$ cat config.mk
export PLATFORM = sky130hd
export DESIGN_NAME = dlbc_core
export DESIGN_NICKNAME = d
export VERILOG_FILES = /design/src/core/dlbc_pkg.sv /design/src/core/dlbc_sync.sv /design/src/core/dlbc_port.sv /design/src/core/dlbc_core.sv
export VERILOG_INCLUDE_DIRS = /design/src /design/src/core
export SDC_FILE = /design/constraint.sdc
export NUM_CORES = 1
export LEC_CHECK = 0
export BUFFER_PORTS_ARGS = -buffer_cell sky130_fd_sc_hd__buf_2
export CAP_MARGIN = 5
export CORE_AREA = 4 4 139 208
export CTS_CLUSTER_SIZE = 8
export DETAILED_ROUTE_END_ITERATION = 6
export DIE_AREA = 0 0 143 212
export GPL_TIMING_DRIVEN = 0
export PLACE_DENSITY = 0.67
export SYNTH_ARGS = -nofsm -noshare
export SYNTH_HDL_FRONTEND = slang
export SYNTH_HIERARCHICAL = 1
export SYNTH_SLANG_ARGS = --single-unit
$ cat constraint.sdc
create_clock -name clk -period 4.75 [get_ports clk]
set_clock_uncertainty 0.2 [all_clocks]
set_input_delay 0.7125 -clock clk [delete_from_list [all_inputs] [get_ports clk]]
set_output_delay 0.7125 -clock clk [all_outputs]
set_load 0.01 [all_outputs]
$ cat src/core/dlbc_map.svh
// Constant map for the local bus and core control block.
`ifndef DLBC_MAP_SVH
`define DLBC_MAP_SVH
`define DLBC_RESET_VECTOR 16'h0000
`define DLBC_INT_VECTOR 16'h0001
`define DLBC_LVL_VECTOR 16'h0005
`define DLBC_EDGE0_VECTOR 16'h0006
`define DLBC_NMI_VECTOR 16'h000a
`define DLBC_COEFFICIENT_ROM_LIMIT 16'h0200
`define DLBC_STACK_DEPTH 8
`define DLBC_OSC_DIV 2
`endif

$ cat src/core/dlbc_pkg.sv
// Types shared by the local bus and core control block.
`default_nettype none
package dlbc_pkg;
    typedef enum logic [2:0] {
        DLBC_IDLE = 3'b000,
        DLBC_XFER = 3'b001,
        DLBC_HOLD = 3'b010,
        DLBC_HALT = 3'b011,
        DLBC_LOWP = 3'b100
    } dlbc_state_e;
    typedef logic [15:0] dlbc_word_t;
endpackage : dlbc_pkg
`default_nettype wire

$ cat src/core/dlbc_sync.sv
// Two-stage synchroniser for a vector of pin inputs.
`default_nettype none
module dlbc_sync #(
    parameter int W = 1,
    parameter logic [W-1:0] INIT = '0
) (
    input wire logic clk,
    input wire logic rstn,
    input wire logic [W-1:0] d,
    output logic [W-1:0] q
);
    logic [W-1:0] meta_reg;
    always_ff @(posedge clk or negedge rstn)
    begin
        if (!rstn)
        begin
            meta_reg <= INIT;
            q <= INIT;
        end
        else
        begin
            meta_reg <= d;
            q <= meta_reg;
        end
    end
endmodule : dlbc_sync
`default_nettype wire

$ cat src/core/dlbc_port.sv
// General port: interrupt controller or bit-wise parallel input/output.
`default_nettype none
module dlbc_port
    import dlbc_pkg::*;
(
    input wire logic clk,
    input wire logic rstn,
    input wire logic irq_mode,
    input wire logic [7:0] irq_mask,
    input wire logic [7:0] port_dir,
    input wire logic [7:0] port_wdata,
    input wire logic [7:0] pins_sync,
    input wire logic [3:0] edge_clr,
    output logic [3:0] edge_pend_reg,
    output logic level_req,
    output logic [7:0] port_out_reg,
    output logic [7:0] port_oe_n_reg,
    output logic [7:0] test_cond
);
    logic [3:0] prev_reg;
    assign level_req = irq_mode && |(~pins_sync[7:4] & irq_mask[7:4]);
    assign test_cond = pins_sync;
    always_ff @(posedge clk or negedge rstn)
    begin
        if (!rstn)
            prev_reg <= 4'hf;
        else
            prev_reg <= pins_sync[3:0];
    end
    genvar i;
    generate
        for (i = 0; i < 4; i++)
        begin : g_edge
            // A new falling edge wins over a clear in the same cycle.
            always_ff @(posedge clk or negedge rstn)
            begin
                if (!rstn)
                    edge_pend_reg[i] <= 1'b0;
                else if (irq_mode && irq_mask[i] && prev_reg[i] && !pins_sync[i])
                    edge_pend_reg[i] <= 1'b1;
                else if (edge_clr[i])
                    edge_pend_reg[i] <= 1'b0;
            end
        end
    endgenerate
    always_ff @(posedge clk or negedge rstn)
    begin
        if (!rstn)
        begin
            port_out_reg <= 8'h00;
            port_oe_n_reg <= 8'hff;
        end
        else
        begin
            port_out_reg <= port_wdata;
            port_oe_n_reg <= irq_mode ? 8'hff : ~port_dir;
        end
    end
endmodule : dlbc_port
`default_nettype wire

$ cat src/core/dlbc_core.sv
// Local bus, hold, halt, low power, clock and interrupt sequencing of the core.
//
// Summary of operation
// - Data lines float unless transfer is active
// - Address floats in hold, halt, low power
// - Strobe and direction; external acknowledge completes
// - Bus request active during each exchange
// - Hold frees bus; access then halts
// - Release acknowledge shown while in hold
// - Falling edge on edge pins interrupts
// - Low level on level pins interrupts
// - Port is interrupt or parallel, whole
// - Parallel bits individually directed, branch-testable
// - Machine clock is oscillator divided by two
// - General interrupt is active low, maskable
// - Reset loads zero, no-operation, resyncs clock
// - Low power stops after cycle, keeps state
// - Halt stops after instruction, floats buses
// - Non-maskable interrupt edge loads vector ten
// - Program address floats in halt, DMA
// - Coefficient flag marks emulated coefficient access
// - Marker falls at each instruction cycle
// - Interrupt pushes counter, loads fixed vector
// - Halt, hold, low power, wait stall sequencer
`include "dlbc_map.svh"
`default_nettype none
module dlbc_core
    import dlbc_pkg::*;
(
    input wire logic clk,
    input wire logic rstn,
    input wire logic hold_req,
    input wire logic halt_req,
    input wire logic low_power_req,
    input wire logic dma_active,
    input wire logic local_transfer_ack_n,
    input wire logic gen_irq_n,
    input wire logic nmi_n,
    input wire logic [7:0] general_port_pins_in,
    input wire logic [15:0] local_data_lines_in,
    input wire logic [31:0] program_data_bus,
    input wire logic acc_req,
    input wire logic acc_write,
    input wire logic [15:0] acc_addr,
    input wire logic [15:0] acc_wdata,
    input wire logic acc_coef,
    input wire logic cplx_mode,
    input wire logic irq_mode,
    input wire logic [7:0] irq_mask,
    input wire logic gen_irq_en,
    input wire logic [7:0] port_dir,
    input wire logic [7:0] port_wdata,
    input wire logic branch_req,
    input wire logic [15:0] branch_addr,
    input wire logic rti_req,
    output logic [15:0] local_data_lines_out,
    output logic [15:0] local_data_lines_oe_n,
    output logic [15:0] local_address_lines,
    output logic local_address_oe_n,
    output logic local_strobe_n,
    output logic local_rw,
    output logic local_bus_request_n,
    output logic bus_release_ack_n,
    output logic [7:0] general_port_pins_out,
    output logic [7:0] general_port_pins_oe_n,
    output logic [7:0] port_test_cond,
    output logic machine_clock_out,
    output logic [15:0] program_addr_bus,
    output logic program_addr_oe_n,
    output logic [31:0] instr_word,
    output logic coef_emulation_flag,
    output logic instr_cycle_marker,
    output logic [15:0] acc_rdata,
    output logic acc_done,
    output logic halted
);
    dlbc_state_e state_reg;
    logic hold_s, halt_s, lp_s, ack_n_s, int_n_s, nmi_n_s, nmi_prev_reg;
    logic [7:0] pins_s;
    logic [15:0] pc_reg;
    logic [15:0] stack_reg [`DLBC_STACK_DEPTH];
    logic [2:0] sp_reg;
    logic phase_reg, cyc_reg, nmi_pend_reg;
    logic [3:0] edge_pend, edge_clr;
    logic level_req, advance, instr_end;
    logic [7:0] pouts, poe;
    dlbc_sync #(.W(6), .INIT(6'b000111)) u_sync (
        .clk(clk),
        .rstn(rstn),
        .d({hold_req, halt_req, low_power_req, local_transfer_ack_n, gen_irq_n, nmi_n}),
        .q({hold_s, halt_s, lp_s, ack_n_s, int_n_s, nmi_n_s})
    );
    dlbc_sync #(.W(8), .INIT(8'hff)) u_psync (
        .clk(clk),
        .rstn(rstn),
        .d(general_port_pins_in),
        .q(pins_s)
    );
    dlbc_port u_port (
        .clk(clk),
        .rstn(rstn),
        .irq_mode(irq_mode),
        .irq_mask(irq_mask),
        .port_dir(port_dir),
        .port_wdata(port_wdata),
        .pins_sync(pins_s),
        .edge_clr(edge_clr),
        .edge_pend_reg(edge_pend),
        .level_req(level_req),
        .port_out_reg(pouts),
        .port_oe_n_reg(poe),
        .test_cond(port_test_cond)
    );
    assign general_port_pins_out = pouts;
    assign general_port_pins_oe_n = poe;
    // The oscillator is clk; the machine clock toggles each rising edge so it is half rate.
    always_ff @(posedge clk or negedge rstn)
    begin
        if (!rstn)
            phase_reg <= 1'b0;
        else
            phase_reg <= ~phase_reg;
    end
    assign machine_clock_out = phase_reg;
    // One machine cycle ends on each high phase; complex mode takes two per instruction.
    assign advance = phase_reg && (state_reg == DLBC_IDLE) && !acc_req;
    assign instr_end = advance && (!cplx_mode || cyc_reg);
    // State machine for the local bus and the stop conditions.
    always_ff @(posedge clk or negedge rstn)
    begin
        if (!rstn)
            state_reg <= DLBC_IDLE;
        else
        begin
            case (state_reg)
                DLBC_IDLE:
                    if (lp_s && phase_reg)
                        state_reg <= DLBC_LOWP;
                    else if (halt_s && (instr_end || !phase_reg && !cyc_reg))
                        state_reg <= DLBC_HALT;
                    else if (hold_s)
                        state_reg <= DLBC_HOLD;
                    else if (acc_req && !acc_done)
                        state_reg <= DLBC_XFER;
                DLBC_XFER:
                    if (!ack_n_s)
                        state_reg <= DLBC_IDLE;
                DLBC_HOLD:
                    if (acc_req)
                        state_reg <= DLBC_HALT;
                    else if (!hold_s)
                        state_reg <= DLBC_IDLE;
                DLBC_HALT:
                    if (!halt_s && !hold_s)
                        state_reg <= DLBC_IDLE;
                DLBC_LOWP:
                    if (!lp_s)
                        state_reg <= DLBC_IDLE;
                default:
                    state_reg <= DLBC_IDLE;
            endcase
        end
    end
    // Bus pins, all registered; acknowledge of hold follows the float by one edge.
    always_ff @(posedge clk or negedge rstn)
    begin
        if (!rstn)
        begin
            local_data_lines_out <= 16'h0000;
            local_data_lines_oe_n <= 16'hffff;
            local_address_lines <= 16'h0000;
            local_address_oe_n <= 1'b0;
            local_strobe_n <= 1'b1;
            local_rw <= 1'b1;
            local_bus_request_n <= 1'b1;
            bus_release_ack_n <= 1'b1;
            coef_emulation_flag <= 1'b0;
            acc_rdata <= 16'h0000;
            acc_done <= 1'b0;
            halted <= 1'b0;
        end
        else
        begin
            local_data_lines_out <= acc_wdata;
            local_data_lines_oe_n <= (state_reg == DLBC_XFER && acc_write && !hold_s
                && !halt_s && !lp_s) ? 16'h0000 : 16'hffff;
            local_address_lines <= acc_addr;
            local_address_oe_n <= (hold_s || halt_s || lp_s
                || state_reg inside {DLBC_HOLD, DLBC_HALT, DLBC_LOWP});
            local_strobe_n <= !(state_reg == DLBC_XFER && ack_n_s);
            local_rw <= !(state_reg == DLBC_XFER && acc_write);
            local_bus_request_n <= !(state_reg == DLBC_XFER && ack_n_s);
            bus_release_ack_n <= !(state_reg == DLBC_HOLD && local_address_oe_n
                && &local_data_lines_oe_n);
            coef_emulation_flag <= state_reg == DLBC_XFER && acc_coef
                && acc_addr < `DLBC_COEFFICIENT_ROM_LIMIT;
            acc_done <= state_reg == DLBC_XFER && !ack_n_s;
            if (state_reg == DLBC_XFER && !ack_n_s && !acc_write)
                acc_rdata <= local_data_lines_in;
            halted <= state_reg == DLBC_HALT;
        end
    end
    // Instruction sequencer: counter, stack, interrupt vectors.
    always_ff @(posedge clk or negedge rstn)
    begin
        if (!rstn)
        begin
            nmi_prev_reg <= 1'b1;
            nmi_pend_reg <= 1'b0;
        end
        else
        begin
            nmi_prev_reg <= nmi_n_s;
            if (nmi_prev_reg && !nmi_n_s)
                nmi_pend_reg <= 1'b1;
            else if (instr_end)
                nmi_pend_reg <= 1'b0;
        end
    end
    always_comb
    begin
        edge_clr = 4'h0;
        if (instr_end && !nmi_pend_reg && !(gen_irq_en && !int_n_s) && !level_req)
        begin
            if (edge_pend[0])
                edge_clr = 4'h1;
            else if (edge_pend[1])
                edge_clr = 4'h2;
            else if (edge_pend[2])
                edge_clr = 4'h4;
            else if (edge_pend[3])
                edge_clr = 4'h8;
        end
    end
    always_ff @(posedge clk or negedge rstn)
    begin
        if (!rstn)
        begin
            pc_reg <= `DLBC_RESET_VECTOR;
            sp_reg <= 3'h0;
            cyc_reg <= 1'b0;
            instr_word <= 32'h0000_0000;
        end
        else if (advance)
        begin
            cyc_reg <= cplx_mode && !cyc_reg;
            if (instr_end)
            begin
                instr_word <= program_data_bus;
                if (nmi_pend_reg || (gen_irq_en && !int_n_s) || level_req || |edge_pend)
                begin
                    stack_reg[sp_reg] <= pc_reg;
                    sp_reg <= sp_reg + 3'h1;
                    if (nmi_pend_reg)
                        pc_reg <= `DLBC_NMI_VECTOR;
                    else if (gen_irq_en && !int_n_s)
                        pc_reg <= `DLBC_INT_VECTOR;
                    else if (level_req)
                        pc_reg <= `DLBC_LVL_VECTOR;
                    else if (edge_clr[0])
                        pc_reg <= `DLBC_EDGE0_VECTOR;
                    else if (edge_clr[1])
                        pc_reg <= `DLBC_EDGE0_VECTOR + 16'h1;
                    else if (edge_clr[2])
                        pc_reg <= `DLBC_EDGE0_VECTOR + 16'h2;
                    else
                        pc_reg <= `DLBC_EDGE0_VECTOR + 16'h3;
                end
                else if (rti_req)
                begin
                    pc_reg <= stack_reg[sp_reg - 3'h1];
                    sp_reg <= sp_reg - 3'h1;
                end
                else if (branch_req)
                    pc_reg <= branch_addr;
                else
                    pc_reg <= pc_reg + 16'h1;
            end
        end
    end
    // Program address and cycle marker; the marker falls as each instruction starts.
    always_ff @(posedge clk or negedge rstn)
    begin
        if (!rstn)
        begin
            program_addr_bus <= 16'h0000;
            program_addr_oe_n <= 1'b0;
            instr_cycle_marker <= 1'b1;
        end
        else
        begin
            program_addr_bus <= pc_reg;
            program_addr_oe_n <= halt_s || dma_active || state_reg == DLBC_HALT;
            instr_cycle_marker <= !instr_end;
        end
    end
endmodule : dlbc_core
`default_nettype wire

==> impl_results.md <==
* Drc violations at 0
* TritonCTS clock tree: built
* Pin count of the biggest net entering global routing at 124
* Post-synth top area cell: edfxtp_1
* Post-synth EDFFs at 128
* Max cap viols at 0
* Hold WC Path Type: in -> reg
* Peak VDD IR at 0.0004085 V
* Num CTS Buffers at 44
* YS warnings at 6
* IO Pins at 292
* Total vias in the final route at 7823
* Die width at 143 um
* Top cell family by delay on the critical path: buffers and inverters
* Core box area at 27130 sq um
* Fin. Hold Viols at 0
* Core Rows at 74
* CP Capture Type: flip-flop
* All-Layer GR Usage at 0.2021
* Layout filler cell count at 2198
* Clock-pin slew on the worst setup and hold paths at 50 ps
* Antenna viol nets, final at 0
* Mapped Area at 11820 sq um
* DP Worst Slack at 1061 ps
* CTS root buf: clkbuf_16
* Final Cell Area at 15170 sq um
* Leak pwr at 6.668 nW
* Fin crit period at 3492 ps
* Worst slew margin at 0.1936
* Outcome: finished, final reports clean
* Gr ovfl total at 0
* Power density cells at 546.0 nW/um^2
* Number of global-route vias before repair at 8375
* Initial Util at 0.4358
* Setup WS post-layout at 1258 ps
* Final setup TNS at 0 ps
* Slew Viols, Final at 0
* Multi-input logic area at 2935 sq um
* Worst Setup Start Kind: input port
* Max Root-Sink Buffers at 3
* Max reg flops at 128
* Critical path's largest stage delay at 790 ps
* Maximum clock rate at 286.3 MHz
* Synth Flop Type: dfrtp_1
* Crit Path Class: in -> reg
* Post-synth cell types at 64
* Via/cell ratio at 5.143
* Area contributors post-synth: edfxtp_1 33%, dfrtp_1 30%, dfstp_2 8.9%
* Syn Nets at 942
* Sequential fraction of the synthesis area at 0.7188
* Final period util at 0.7352
* RSZ-0062 raised after global routing: no
* Die Area at 30320 sq um
* Layout Nets at 1288
* Top cell by count, worst path: buf_8
* Worst Path Buf+Inv at 4
* WP data arrival at 3530 ps
* Master of the slowest instance on the critical path: nor3_2
* Total Power at 8.286 mW
* Yosys reg bits at 312
* Die Ht at 212 um
* Antenna violations before repair at 4
* WL per Instance at 19.92 um
* Synth top area share at 0.3251
* Share of post-route cells with drive strength above 1 at 0.4235
* Mapped Cells at 794
* Latest clock arrival within the worst-skew pair at 540 ps
* H-tree depth at 2
* 1st-iter DRT viols at 376
* Setup violations, final at 0
* Overall routed net length at 30.30 mm
* Area delta synth->final at 28.35%
* Sequential Area at 8498 sq um
* Clk sinks at 312
* Worst path cell trace: dlygate4sd3_1, buf_8, buf_16, nand2_1, nor3_2, buf_8
* Critical Path RT at 4780 ps
* Dpl hpwl at 21.40 mm
* Hold slack final at 78.46 ps
* DR pass1 iterations at 5
* Async set-reset flop share out of synthesis at 0.5897
* Critical path peak fanout at 123
* Avg Inst Size Synth at 14.89 sq um
* Slew @ Worst Pin at 1201 ps
* Post-DP Area at 13880 sq um
* Port Buffer Count at 290
* RePlAce Congestion at 0.8795
* First-pass GRT wire length at 46.73 mm
metrics by stage:
stage,util,instances
final,0.5594,1521
after global routing,0.5592,1519
after CTS,0.5591,1518
after detailed placement,0.5117,1435
after global placement,0.5051,1426
after floorplan,-,794
path summary, 6_finish.rpt:
kind	startpoint	cells after the start	slack, ps	to
setup / recovery	rstn	6	1260	stack_reg[2][3]
hold / removal	general_port_pins_in[6]	1	80	u_psync/meta_reg[6]
setup reg to reg	sp_reg[0]	10	1310	pc_reg[5]
hold reg to reg	u_sync/meta_reg[3]	0	150	u_sync/q[3]
max in group asynchronous	rstn	3	2860	program_addr_bus[0]
min in group asynchronous	rstn	2	530	acc_rdata[2]
report_power, final:
| group | total, mW | leakage, nW | switching [mW] | internal, mW |
|---|---|---|---|---|
| combinational | 2.00 | 2.57 | 1.16 | 0.844 |
| sequential | 3.42 | 3.49 | 0.230 | 3.19 |
| clock | 2.87 | 0.605 | 1.10 | 1.77 |
synth_stat cells (11+ instances only):
cell type / number
dfrtp_1: 144
nand2_1: 143
edfxtp_1: 128
dfstp_2: 40
mux4_2: 30
buf_4: 27
nor2_1: 27
nand3_1: 20
mux2_2: 19
nand2b_1: 16
nor3_1: 16
o21ai_0: 16
a21oi_1: 15
buf_2: 14
inv_1: 12
clkbuf_1: 11
repair_timing:
item / CTS / global route
buffers inserted: 0 / 0
hold buffers: 1 / 0
resized for setup: 0 / 0
endpoints found under the setup margin: 0 / 0
endpoints found under the hold margin: 49 / 0
cell families (layout without fill, tap and decap cells):
logic type	after synthesis	after routing	share of synthesized area
compound gates	76	76	0.04498
xor+xnor	13	13	0.009631
fa+ha+maj	3	3	0.003175
buf+inv	72	454	0.03545
flops	312	312	0.7188
mux	57	57	0.08477
other cells	0	3	0
simple gates	261	261	0.1032
placed cells by master, fill, tap and decap left out, types with 16 or more instances in the layout:
cell and instances:
mux2_2 19, nor2_1 23, o21ai_0 16, dfrtp_1 144, nand2b_1 16, dfstp_2 40, nand3_1 20, clkbuf_1 46
mux4_2 30, clkbuf_16 45, nand2_1 143, buf_4 27, edfxtp_1 128, buf_2 303
layout make-up:
class / count / share of cell area
sequential: 312 / 0.5600
antenna: 3 / 0.0004947
timing repair buffer: 300 / 0.1062
buffer: 56 / 0.02366
clock buffer: 80 / 0.08287
clock inverter: 2 / 0.001154
multi-input combinational: 410 / 0.1934
tap: 342 / 0.02820
inverter: 16 / 0.003958
metal layers:
layer	share of wire	routed length (um)	GRT usage	vias up
li1	-	-	-	3540
met1	0.36	10920	0.2338	3835
met2	0.51	15550	0.3509	380
met3	0.092	2781	0.06143	66
met4	0.034	1041	0.07904	2
met5	0.00043	13	0	-
Power figures use the tool's default switching activity.
